### config.mk
export PLATFORM = sky130hd
export DESIGN_NAME = mpw_pwm
export DESIGN_NICKNAME = d
export VERILOG_FILES = /design/src/mpw_pkg.sv /design/src/mpw_pwm.sv
export SDC_FILE = /design/constraint.sdc
export NUM_CORES = 1
export LEC_CHECK = 0
export BUFFER_PORTS_ARGS = -buffer_cell sky130_fd_sc_hd__clkbuf_2
export CORE_MARGIN = 2
export CORE_UTILIZATION = 67
export DETAILED_ROUTE_END_ITERATION = 7
export PLACE_DENSITY_LB_ADDON = 0.15
export SLEW_MARGIN = 20
export SYNTH_ARGS = -nofsm -noshare
export SYNTH_HDL_FRONTEND = slang
export SYNTH_SLANG_ARGS = --single-unit
### constraint.sdc
create_clock -name clk_i -period 5.25 [get_ports clk_i]
set_input_delay 0.2625 -clock clk_i [delete_from_list [all_inputs] [get_ports clk_i]]
set_output_delay 0.2625 -clock clk_i [all_outputs]
set_load 0.005 [all_outputs]
### src/mpw_pkg.sv
// Package for the three-pair motor PWM block: register map, field layouts,
// bus and pin carriers and the block's state record.
// Assumes a 32-bit classic Wishbone slave port and one 40 MHz clock.
package mpw_pkg;

  // ----------------------------------------------------------------------
  // Register byte offsets
  // ----------------------------------------------------------------------
  localparam logic [7:0] ADR_TB_CTRL = 8'h00;
  localparam logic [7:0] ADR_TB_CNT = 8'h04;
  localparam logic [7:0] ADR_PERIOD = 8'h08;
  localparam logic [7:0] ADR_DUTY1 = 8'h0C;
  localparam logic [7:0] ADR_DUTY2 = 8'h10;
  localparam logic [7:0] ADR_DUTY3 = 8'h14;
  localparam logic [7:0] ADR_OUT_CTRL1 = 8'h18;
  localparam logic [7:0] ADR_OUT_CTRL2 = 8'h1C;
  localparam logic [7:0] ADR_DT_CTRL = 8'h20;
  localparam logic [7:0] ADR_OVR_CTRL = 8'h24;

  // ----------------------------------------------------------------------
  // Modes and field layouts (bit 0 of each struct is the register's bit 0)
  // ----------------------------------------------------------------------
  typedef enum logic [1:0] {
    MODE_FREE = 2'b00,
    MODE_SINGLE = 2'b01,
    MODE_UPDN = 2'b10,
    MODE_DBL = 2'b11
  } mpw_mode_e;

  // Time base control: enable 15, postscale 7:4, prescale 3:2, mode 1:0.
  typedef struct packed {
    logic en;
    logic [6:0] rsv;
    logic [3:0] post;
    logic [1:0] pre;
    mpw_mode_e mode;
  } mpw_ctrl_s;

  // Dead time: pair-uses-B 17:15, per-pair 14, clock 13:12, B 11:6, A 5:0.
  typedef struct packed {
    logic [2:0] pair_b;
    logic per_pair;
    logic [1:0] clk_sel;
    logic [5:0] dt_b;
    logic [5:0] dt_a;
  } mpw_dt_s;

  // Override: values 11:6, enables 5:0; pin 2n is high, 2n+1 is low of pair n.
  typedef struct packed {
    logic [5:0] val;
    logic [5:0] ena;
  } mpw_ovr_s;

  // ----------------------------------------------------------------------
  // Carriers
  // ----------------------------------------------------------------------
  typedef struct packed {
    logic cyc;
    logic stb;
    logic we;
    logic [7:0] adr;
    logic [3:0] sel;
    logic [31:0] dat;
  } mpw_wb_req_s;

  typedef struct packed {
    logic [2:0] high;
    logic [2:0] low;
  } mpw_pins_s;

  typedef struct packed {
    mpw_ctrl_s ctrl;
    logic [14:0] per_buf;
    logic [14:0] per;
    logic [14:0] cnt;
    logic dir;
    logic [2:0][15:0] duty_buf;
    logic [2:0][15:0] duty;
    logic [2:0] indep;
    logic lock;
    mpw_dt_s dt;
    mpw_ovr_s ovr;
    logic [5:0] presc;
    logic [3:0] post;
    logic [2:0] cmp;
    logic [2:0][5:0] dcnt;
    logic [2:0][2:0] dpre;
    mpw_pins_s pins;
    logic ack;
    logic [31:0] rdat;
    logic evt;
  } mpw_st_s;

  // Everything clears at reset: pairs complementary, time base stopped.
  localparam mpw_st_s ST_RST = '0;

endpackage

### src/mpw_pwm.sv
// Three-pair motor PWM generator with time base, duty compare and dead time.
// Assumes a classic Wishbone master on the same clock and gate drivers on
// the pin outputs; clk_i is the instruction clock.
//
// Notes on behaviour
// - Up/down modes count up to period, then down from the next tick.
// - Counter register bit 15 reads the direction, set while counting down.
// - Mode 10 raises an event at zero turning upward, through the postscaler.
// - Mode 11 raises events at zero and at period match, no postscaler.
// - Prescaler 1, 4, 16 or 64; cleared by counter or control write, reset.
// - A control write clears the scalers but leaves the counter alone.
// - Four-bit postscaler 1 to 16, cleared like the prescaler.
// - Period double buffered; loads at reset-to-zero, at zero, or when disabled.
// - Edge aligned: active from zero, inactive when counter equals duty.
// - Edge aligned: duty zero never active, duty above period always active.
// - Center aligned: active at match going down, inactive at match going up.
// - Center aligned: duty zero never active, duty equal to period always.
// - Three 16-bit duties; with a prescaler above 1 the low bit places the edge half a tick later.
// - Edge aligned duties load at period reset, or disabled and unlocked.
// - Up/down duties load at zero, mode 11 also at match, always when disabled.
// - Duty n drives pair n; complementary when its select bit is clear.
// - Two dead times, used per edge or assigned per pair.
// - Per pair a 6-bit down counter loaded at compare edges delays turn-on.
// - Dead-time clock of 1, 2, 4 or 8 cycles; dead time is 6-bit count.
// - Dead-time prescaler cleared on load, dead-time register write and reset.
// - Independent pairs: no dead time, both pins may be on, overrides apply.
// - Mode 00 counts to period, resets next tick, event per match via postscaler.
// - Mode 01 resets after match, clears enable, one event, no postscaler.
// - Period zero stops the counter, no events, buffer held unless disabled.
`timescale 1ns/10ps

module mpw_pwm
  import mpw_pkg::*;
(
  // Clock and reset
  input wire logic clk_i,
  input wire logic rst_i,
  // Register bus
  input wire mpw_wb_req_s wb_req_i,
  output logic [31:0] wb_dat_o,
  output logic wb_ack_o,
  // Gate outputs and time base event
  output mpw_pins_s gate_o,
  output logic tb_event_o
);

  // ----------------------------------------------------------------------
  // Helpers
  // ----------------------------------------------------------------------

  // Last prescaler count before a time base tick.
  function automatic logic [5:0] pre_lim(input logic [1:0] sel);
    case (sel)
      2'b00: pre_lim = 6'h00;
      2'b01: pre_lim = 6'h03;
      2'b10: pre_lim = 6'h0F;
      default: pre_lim = 6'h3F;
    endcase
  endfunction

  // Prescaler counts below this value form the first half of a tick.
  function automatic logic [5:0] pre_half(input logic [1:0] sel);
    case (sel)
      2'b00: pre_half = 6'h00;
      2'b01: pre_half = 6'h02;
      2'b10: pre_half = 6'h08;
      default: pre_half = 6'h20;
    endcase
  endfunction

  // Byte-lane merge of a write into an existing word.
  function automatic logic [31:0] merge(input logic [31:0] old, input logic [31:0] dat,
                                        input logic [3:0] sel);
    logic [31:0] res;
    res = old;
    for (int b = 0; b < 4; b++) begin
      if (sel[b]) begin
        res[8*b +: 8] = dat[8*b +: 8];
      end
    end
    merge = res;
  endfunction

  // ----------------------------------------------------------------------
  // State and next state
  // ----------------------------------------------------------------------
  mpw_st_s st_ff;
  mpw_st_s nxt_st;
  logic hit;
  logic wr;
  logic wr_ctrl;
  logic wr_cnt;
  logic wr_dt;
  logic tick;
  logic match;
  logic zero_turn;
  logic up_dn;
  logic raw_evt;
  logic post_evt;
  logic duty_ld;
  logic [5:0] lim;
  logic [31:0] rd;

  always_comb begin
    logic [14:0] dh;
    logic act;
    logic rise;
    logic [5:0] dval;
    logic on_ok;
    dh = '0;
    act = 1'b0;
    rise = 1'b0;
    dval = '0;
    on_ok = 1'b0;
    nxt_st = st_ff;

    // Bus decode: one ack per request, raised the cycle after it is seen.
    hit = wb_req_i.cyc && wb_req_i.stb && !st_ff.ack;
    // A write lands at the edge where the master samples ack, not one edge before it.
    wr = wb_req_i.cyc && wb_req_i.stb && wb_req_i.we && st_ff.ack;
    wr_ctrl = wr && (wb_req_i.adr == ADR_TB_CTRL);
    wr_cnt = wr && (wb_req_i.adr == ADR_TB_CNT);
    wr_dt = wr && (wb_req_i.adr == ADR_DT_CTRL);
    nxt_st.ack = hit;
    nxt_st.evt = 1'b0;

    // Time base tick; a clearing write swallows the tick of its cycle.
    lim = pre_lim(st_ff.ctrl.pre);
    up_dn = st_ff.ctrl.mode[1];
    tick = st_ff.ctrl.en && (st_ff.per != '0) && !wr_ctrl && !wr_cnt
           && (st_ff.presc == lim);
    if (wr_ctrl || wr_cnt || tick) begin
      nxt_st.presc = '0;
    end else if (st_ff.ctrl.en) begin
      nxt_st.presc = st_ff.presc + 6'h01;
    end
    // A direction left over from an up/down run must not block an edge-mode match.
    match = tick && !(up_dn && st_ff.dir) && (st_ff.cnt >= st_ff.per);
    zero_turn = tick && up_dn && st_ff.dir && (st_ff.cnt == '0);

    // Counter and direction.
    if (tick) begin
      if (!up_dn) begin
        nxt_st.dir = 1'b0;
        nxt_st.cnt = match ? '0 : st_ff.cnt + 15'h0001;
      end else if (st_ff.dir) begin
        if (st_ff.cnt == '0) begin
          nxt_st.dir = 1'b0;
          nxt_st.cnt = 15'h0001;
        end else begin
          nxt_st.cnt = st_ff.cnt - 15'h0001;
        end
      end else if (match) begin
        nxt_st.dir = 1'b1;
        nxt_st.cnt = st_ff.cnt - 15'h0001;
      end else begin
        nxt_st.cnt = st_ff.cnt + 15'h0001;
      end
    end

    // Event sources per mode; single-shot also halts the time base.
    raw_evt = 1'b0;
    post_evt = 1'b0;
    unique case (st_ff.ctrl.mode)
      MODE_FREE: post_evt = match;
      MODE_SINGLE: begin
        raw_evt = match;
        if (match) begin
          nxt_st.ctrl.en = 1'b0;
        end
      end
      MODE_UPDN: post_evt = zero_turn;
      MODE_DBL: raw_evt = zero_turn || match;
    endcase
    if (wr_ctrl || wr_cnt) begin
      nxt_st.post = '0;
    end else if (post_evt) begin
      if (st_ff.post == st_ff.ctrl.post) begin
        nxt_st.post = '0;
        nxt_st.evt = 1'b1;
      end else begin
        nxt_st.post = st_ff.post + 4'h1;
      end
    end
    if (raw_evt) begin
      nxt_st.evt = 1'b1;
    end

    // Buffer transfers. Lockout also holds the running period.
    if (!st_ff.ctrl.en || (!st_ff.lock && (up_dn ? zero_turn : match))) begin
      nxt_st.per = st_ff.per_buf;
    end
    duty_ld = (!st_ff.ctrl.en && (up_dn || !st_ff.lock))
              || (!st_ff.lock && (up_dn ? (zero_turn || (st_ff.ctrl.mode == MODE_DBL
              && match)) : match));
    if (duty_ld) begin
      nxt_st.duty = st_ff.duty_buf;
    end

    // Compare, dead time and pin drive for each pair.
    for (int i = 0; i < 3; i++) begin
      dh = st_ff.duty[i][15:1];
      act = (st_ff.cnt < dh) || ((st_ff.cnt == dh) && st_ff.duty[i][0]
            && (st_ff.presc < pre_half(st_ff.ctrl.pre)));
      if (up_dn) begin
        // Going down, the match count itself is already active.
        act = act || ((dh != '0) && (st_ff.cnt == dh) && st_ff.dir);
        act = act || ((dh != '0) && (dh >= st_ff.per));
      end else begin
        act = act || (dh > st_ff.per);
      end
      nxt_st.cmp[i] = act;
      rise = act && !st_ff.cmp[i];
      dval = (st_ff.dt.per_pair ? st_ff.dt.pair_b[i] : !rise) ? st_ff.dt.dt_b
             : st_ff.dt.dt_a;
      if (act != st_ff.cmp[i]) begin
        nxt_st.dcnt[i] = dval;
        nxt_st.dpre[i] = '0;
      end else if (wr_dt) begin
        nxt_st.dpre[i] = '0;
      end else if (st_ff.dcnt[i] != '0) begin
        if (st_ff.dpre[i] == ((3'h1 << st_ff.dt.clk_sel) - 3'h1)) begin
          nxt_st.dpre[i] = '0;
          nxt_st.dcnt[i] = st_ff.dcnt[i] - 6'h01;
        end else begin
          nxt_st.dpre[i] = st_ff.dpre[i] + 3'h1;
        end
      end
      on_ok = (nxt_st.dcnt[i] == '0);
      if (st_ff.indep[i]) begin
        nxt_st.pins.high[i] = act;
        nxt_st.pins.low[i] = act;
      end else begin
        nxt_st.pins.high[i] = act && on_ok;
        nxt_st.pins.low[i] = !act && on_ok;
      end
      if (st_ff.ovr.ena[2*i]) begin
        nxt_st.pins.high[i] = st_ff.ovr.val[2*i];
      end
      if (st_ff.ovr.ena[2*i+1]) begin
        nxt_st.pins.low[i] = st_ff.ovr.val[2*i+1];
      end
    end

    // Register reads; unmapped offsets answer zero.
    case (wb_req_i.adr)
      ADR_TB_CTRL: rd = {16'h0000, st_ff.ctrl};
      ADR_TB_CNT: rd = {16'h0000, st_ff.dir, st_ff.cnt};
      ADR_PERIOD: rd = {17'h0_0000, st_ff.per_buf};
      ADR_DUTY1: rd = {16'h0000, st_ff.duty_buf[0]};
      ADR_DUTY2: rd = {16'h0000, st_ff.duty_buf[1]};
      ADR_DUTY3: rd = {16'h0000, st_ff.duty_buf[2]};
      ADR_OUT_CTRL1: rd = {29'h0000_0000, st_ff.indep};
      ADR_OUT_CTRL2: rd = {31'h0000_0000, st_ff.lock};
      ADR_DT_CTRL: rd = {14'h0000, st_ff.dt};
      ADR_OVR_CTRL: rd = {20'h0_0000, st_ff.ovr};
      default: rd = 32'h0000_0000;
    endcase
    nxt_st.rdat = (hit && !wb_req_i.we) ? rd : 32'h0000_0000;

    // Register writes come last so software wins over the single-shot clear.
    if (wr) begin
      case (wb_req_i.adr)
        ADR_TB_CTRL: nxt_st.ctrl = 16'(merge(rd, wb_req_i.dat, wb_req_i.sel));
        ADR_TB_CNT: nxt_st.cnt = 15'(merge(rd, wb_req_i.dat, wb_req_i.sel));
        ADR_PERIOD: nxt_st.per_buf = 15'(merge(rd, wb_req_i.dat, wb_req_i.sel));
        ADR_DUTY1: nxt_st.duty_buf[0] = 16'(merge(rd, wb_req_i.dat, wb_req_i.sel));
        ADR_DUTY2: nxt_st.duty_buf[1] = 16'(merge(rd, wb_req_i.dat, wb_req_i.sel));
        ADR_DUTY3: nxt_st.duty_buf[2] = 16'(merge(rd, wb_req_i.dat, wb_req_i.sel));
        ADR_OUT_CTRL1: nxt_st.indep = 3'(merge(rd, wb_req_i.dat, wb_req_i.sel));
        ADR_OUT_CTRL2: nxt_st.lock = wb_req_i.sel[0] ? wb_req_i.dat[0] : st_ff.lock;
        ADR_DT_CTRL: nxt_st.dt = 18'(merge(rd, wb_req_i.dat, wb_req_i.sel));
        ADR_OVR_CTRL: nxt_st.ovr = 12'(merge(rd, wb_req_i.dat, wb_req_i.sel));
        default: ;
      endcase
    end
  end

  // Single state register; synchronous reset.
  always_ff @(posedge clk_i) begin
    if (rst_i) begin
      st_ff <= ST_RST;
    end else begin
      st_ff <= nxt_st;
    end
  end

  // Every output is a field of the state register.
  assign wb_dat_o = st_ff.rdat;
  assign wb_ack_o = st_ff.ack;
  assign gate_o = st_ff.pins;
  assign tb_event_o = st_ff.evt;
endmodule

==> run_results.csv, run 1 <==
group,metric,value,unit
sta,period_minus_slack,4460,ps
floorplan,die_area,24200,um2
critical_path,path_class,"flip-flop to flip-flop",
grt,antenna_found_initial,2,
power_and_ir_drop,swShare,0.277,
floorplan,die_h,156,um
finish,final_area,16700,um2
critical_path,worst-endpoint-required,5640,ps
placement,port_buffers,59,
yosys,syn_inst,1910,
critical_path,arrival,4850,ps
drt,vias_per_cell,6.75,
power_and_ir_drop,power.density,300,nW/um2
grt,grt_pass1_wl,78400,um
sta,hold_viol,0,
critical_path,rrSetupSlack,790,ps
power_and_ir_drop,p_leak,6.60,nW
cts,cts.path.max_buffers,3,
yosys,synth_area_leaders,"dfxtp_1 34%, ha_1 9.9%, mux2i_1 7.7%, nand2_1 6.4%, a21oi_1 6.1%",
yosys,synth_area,15400,um2
power_and_ir_drop,finalPower,5.02,mW
drt,drtIter0Drc,2088,
cts,clk_pin_slew_worst_paths,60,ps
power_and_ir_drop,combPwrFrac,0.164,
finish,post_route_cells_drive_above_1_share,0.0910,
sta,max_slew_margin,0.250,
cts,clkSinkCount,258,
finish,num-nets-final,2084,
power_and_ir_drop,internal_power,3.63,mW
critical_path,critPathCapture,"gate_o[4]",
critical_path,rr_worst_depth,15,
cts,post_cts_buffers,0,
yosys,synth-warning-count,0,
cts,clkLatencyLatePin,570,ps
yosys,synth_seq_cells,258,
drt,num_vias,15000,
placement,gp_congestion,1.02,
sta,tightest_slew,1090,ps
sta,rsz0062_at_grt,"false",
cts,cts_tree,"done",
sta,setup_viol,0,
critical_path,start_kind,"flip-flop",
finish,fillers,1745,
drt,wl,51400,um
finish,mostFrequentLayoutCell,"nand2_1",
sta,fin_crit_sh,0.849,
finish,layout.area.seq,5160,um2
power_and_ir_drop,p_clk_frac,0.422,
finish,syn_to_final_growth,8.75,%
finish,multi_input_area,9240,um2
cts,h-tree-depth,1,
floorplan,core-area,22600,um2
placement,placed_area,15700,um2
yosys,synth_edf_count,0,
yosys,postSynthAreaPerCell,8.06,um2
floorplan,rows,55,
power_and_ir_drop,seqPwrFrac,0.414,
yosys,synth-main-ff-cell,"dfxtp_1",
critical_path,end_kind,"flip-flop",
grt,grt_pass1_vias,14200,
yosys,synth_top_area_share,0.336,
sta,tns,0,ps
hold_path,hold_start,"wb_req_i[34]",
drt,ant_nets,0,
finish,mostFrequentLayoutCells,"263 x nand2_1, 258 x dfxtp_1, 191 x nor2_1, 186 x a21oi_1, 122 x ha_1",
outcome,status,"complete, no violations",
power_and_ir_drop,p_switching,1.39,mW
drt,drt-pass1-iter-count,6,
power_and_ir_drop,vdd_drop_max,0.473,mV
grt,grt_max_degree,113,
run,drv_cap,0,
floorplan,start_util,0.682,
yosys,synth-seq-area-share,0.336,
grt,grt.total_usage,0.416,
floorplan,dieWidth,156,um
finish,fin_util,0.742,
placement,dp_hpwl,36400,um
yosys,synth_area_leader_cell,"dfxtp_1",
drt,drcViolationCount,0,
critical_path,r2r_end,"gate_o[4]",
cts,root_buffer,"clkbuf_16",
yosys,synth_cell_type_count,80,
drt,wire_per_inst,23.2,um
sta,skew,20.5,ps
cts,cts_buffers,29,
sta,finalMaxSlewViolations,0,
sta,fmax,0.224,GHz
critical_path,reg2reg_from,"st_ff[234]",
critical_path,cp_max_fo,12,
floorplan,ios,89,
yosys,synthArstFlopShare,0,
hold_path,hold_path_class,"input pin to flip-flop",
critical_path,startpoint,"st_ff[234]",
grt,gr-total-overflow,0,
## worst max-delay path, stage by stage, from the launching register on
cell	delay (ps)
dfxtp_1	460
inv_1	230
ha_1	340
a21oi_1	150
nor2b_1	60
o21ai_0	150
a21oi_1	90
a2111oi_0	390
o2111ai_1	450
ha_1	660
o21ai_1	210
or4_1	540
o211ai_1	130
nor3b_1	80
nand4_1	140
o221ai_1	170
## cell type report
class | instances | share of cell area
multi-input cells | 1427 | 0.552
flip-flops and latches | 258 | 0.309
clock buffers | 34 | 0.0457
repair buffers | 97 | 0.0360
inverters | 100 | 0.0224
well taps | 285 | 0.0213
clock inverters | 19 | 0.0139
diodes | 1 | 0.000149
## per-stage QoR
stage                     hold slack, ps  cells  setup slack (ps)
after floorplan                      406   1923              1880
after global placement               445   2161              1140
after detailed placement             448   2161               970
after CTS                           9.66   2220               961
after global routing                52.4   2220               568
final                               21.6   2221               792
## cell families after synthesis
kind of cell             synth area share
buffers and inverters              0.0704
XOR/XNOR                           0.0171
adder cells (fa/ha/maj)            0.0992
AND/OR/NAND/NOR                     0.222
AO/OA/AOI/OAI                       0.174
multiplexers                       0.0813
flip-flops                          0.336
other                            0.000244
## Yosys cell counts, drive strengths merged, types with 10 or more instances
cell and n:
nand2 264, dfxtp 258, nor2 191, a21oi 187
ha 122, mux2i 119, inv 100, clkbuf 78
buf 60, o21ai 55, nor3 51, nand4 36
a21o 28, nand3 27, nor4 25, a22oi 24
and3 20, xnor2 17, and2 15, o31ai 13
xor2 13, a211oi 12, nor2b 11, nor4b 11
o22ai 11, or3 11, or4 11, o22a 10
## timing repair
action                     in CTS  in global routing
setup endpoints to repair       0                  0
hold buffers                    6                  0
hold endpoints to repair        3                  0
resized for setup               0                  0
## flip-flops by register name, indices dropped and copies added (netlist names)
register	cells
st_ff	232
wb_dat_o	18
gate_o	6
tb_event_o	1
wb_ack_o	1
## worst min-delay path by stage
stage	cells after the start	slack, ps	endpoint
3_3_place_gp	2	440	st_ff[268]
4_1_cts	3	10	st_ff[110]
2_1_floorplan	2	410	st_ff[110]
5_1_grt	3	50	st_ff[110]
6_report	4	20	st_ff[109]
3_5_place_dp	2	450	st_ff[268]
## power groups by stage
stage	registers, mW	clock network, mW	logic, mW
after floorplan	2.10	0	0.630
after global placement	2.12	0	0.773
after detailed placement	2.12	0	0.795
after CTS	2.08	2.12	0.804
after global routing	2.08	2.19	0.889
final	2.08	2.12	0.825
## metal layers
layer  track usage  part of all wire  routed length [um]
met1         0.539              0.38               19700
met2         0.622              0.41               21300
met3         0.105              0.13                6550
met4         0.259             0.075                3860
met5             0           0.00039                  20
Power figures use the tool's default switching activity.
==> run 2, diff against run 1 <==
CORE_UTILIZATION = 56   (was 67)
clock period = 3.58 ns   (was 5.25 ns; I/O delays follow)
==> run_results.csv, run 2 (same netlist as run 1, synthesis figures left out) <==
group,metric,value,unit
power_and_ir_drop,internal_power,5.64,mW
power_and_ir_drop,swShare,0.273,
drt,wire_per_inst,23.1,um
drt,ant_nets,0,
grt,grt.total_usage,0.382,
cts,clkSinkCount,258,
drt,vias_per_cell,6.39,
floorplan,ios,89,
finish,largest-register,"st_ff",
finish,post_route_cells_drive_above_1_share,0.174,
sta,setup_viol,0,
sta,finalMaxSlewViolations,0,
sta,max_slew_margin,0.335,
placement,port_buffers,59,
power_and_ir_drop,vdd_drop_max,0.532,mV
cts,h-tree-depth,1,
grt,grt_pass1_wl,84400,um
drt,routed.top_layer,"met4",
critical_path,path_class,"flip-flop to flip-flop",
critical_path,start_kind,"flip-flop",
finish,num-nets-final,2236,
critical_path,end_kind,"flip-flop",
finish,final_area,18200,um2
sta,tns,0,ps
sta,period_minus_slack,3480,ps
placement,placed_area,16800,um2
grt,antenna_found_initial,1,
drt,drtIter0Drc,1808,
outcome,status,"complete, no violations",
sta,hold_viol,0,
cts,cts_tree,"done",
floorplan,die_area,28800,um2
cts,clk_pin_slew_worst_paths,70,ps
power_and_ir_drop,seqPwrFrac,0.393,
floorplan,dieWidth,170,um
floorplan,die_h,170,um
floorplan,rows,60,
sta,skew,23.4,ps
finish,largest_register_ffs,232,
cts,cts_buffers,28,
sta,fmax,0.287,GHz
critical_path,worst-endpoint-required,4060,ps
floorplan,core-area,27000,um2
placement,place_inst,2357,
sta,fin_crit_sh,0.972,
finish,diodes,0,
critical_path,cp_max_fo,6,
drt,drt-pass1-iter-count,8,
cts,root_buffer,"clkbuf_16",
finish,mostFrequentLayoutCells,"263 x nand2_1, 253 x dfxtp_1, 191 x nor2_1, 184 x a21oi_1, 175 x buf_4",
drt,met2WireLength,24400,um
power_and_ir_drop,power.density,425,nW/um2
grt,gr-total-overflow,0,
run,drv_cap,0,
cts,clkLatencyLatePin,560,ps
hold_path,hold_path_class,"input pin to flip-flop",
placement,dp_hpwl,42100,um
finish,fillers,2241,
grt,grt_pass1_vias,14500,
sta,tightest_slew,989,ps
drt,drcViolationCount,0,
finish,stdcell_count,2427,
finish,syn_to_final_growth,18.5,%
power_and_ir_drop,p_leak,7.43,nW
drt,met1_length,21800,um
grt,grt_max_degree,117,
drt,wl_met3,6070,um
power_and_ir_drop,finalPower,7.75,mW
floorplan,start_util,0.571,
cts,cts.path.max_buffers,3,
placement,gp_congestion,0.993,
power_and_ir_drop,p_switching,2.12,mW
drt,wl,56000,um
power_and_ir_drop,p_clk_frac,0.409,
drt,num_vias,15500,
finish,mostFrequentLayoutCell,"nand2_1",
sta,rsz0062_at_grt,"true",
power_and_ir_drop,combPwrFrac,0.197,
critical_path,arrival,3960,ps
==> run 2: cell count changes in the layout (fill, tap and decap cells not counted), moves of 4 or more <==
| cell | change |
|---|---|
| inv_1 | -5 |
| ha_4 | +4 |
| buf_4 | +143 |
| clkbuf_8 | +6 |
| inv_2 | +4 |
| dfxtp_1 | -5 |
| buf_6 | +4 |
| ha_1 | -5 |
| dfxtp_2 | +5 |
==> run 2: layout make-up <==
cell class	instances	area, um2	share of cell area
tap	341	427	0.0234
clock buffer	39	843	0.0462
timing repair buffer	250	1810	0.0993
clock inverter	12	171	0.00940
inverter	100	379	0.0208
sequential	258	5170	0.284
multi-input combinational	1427	9440	0.517
==> run 2: worst max-delay path, stage by stage (launching register included) <==
cell	delay, ps
dfxtp_2	350
clkinvlp_4	260
buf_6	220
ha_4	140
nand3b_1	160
a21oi_2	180
o31ai_1	90
a32oi_1	180
o21a_2	250
inv_2	80
ha_4	170
mux2i_4	190
buf_6	150
mux2i_1	210
o22a_1	180
and4_4	240
nand4b_1	110
a221oi_2	230
==> run 2: worst paths after layout <==
kind / from / to / slack (ps) / cells after the start
worst max-delay path: st_ff[211] / gate_o[0] / 100 / 17
worst min-delay path: wb_req_i[44] / wb_dat_o[4] / 30 / 3
worst max register to register: st_ff[211] / gate_o[0] / 100 / 17
worst min register to register: st_ff[266] / st_ff[266] / 470 / 2
==> run 2: repair_timing <==
action / CTS / global route
cloned: 0 / 0
buffers inserted: 1 / 9
endpoints found under the setup margin: 5 / 8
resized for setup: 4 / 52
hold endpoints to repair: 4 / 0
pin swaps: 1 / 21
hold buffers: 9 / 0
==> run 2: metal layers <==
layer	up-vias	track usage
met1	7347	0.488
met2	877	0.600
met4	0	0.205
met5	-	0
met3	217	0.0865
li1	7070	-
==> run 2: stage by stage <==
step / hold WS [ps] / setup WS, ps / util
after global placement: 417 / 3.29 / 0.624
after CTS: 23.9 / 17.7 / 0.666
final: 32.6 / 98.9 / 0.677
after global routing: 47.9 / -57.3 / 0.677
after floorplan: 323 / 215 / -
after detailed placement: 437 / -67.7 / 0.624
==> run 2: power groups by stage <==
stage / combinational (mW) / clock [mW] / sequential [mW]
after floorplan: 0.924 / 0 / 3.09
after global placement: 1.32 / 0 / 3.11
after detailed placement: 1.36 / 0 / 3.11
after CTS: 1.38 / 3.18 / 3.05
after global routing: 1.65 / 3.28 / 3.06
final: 1.53 / 3.17 / 3.05
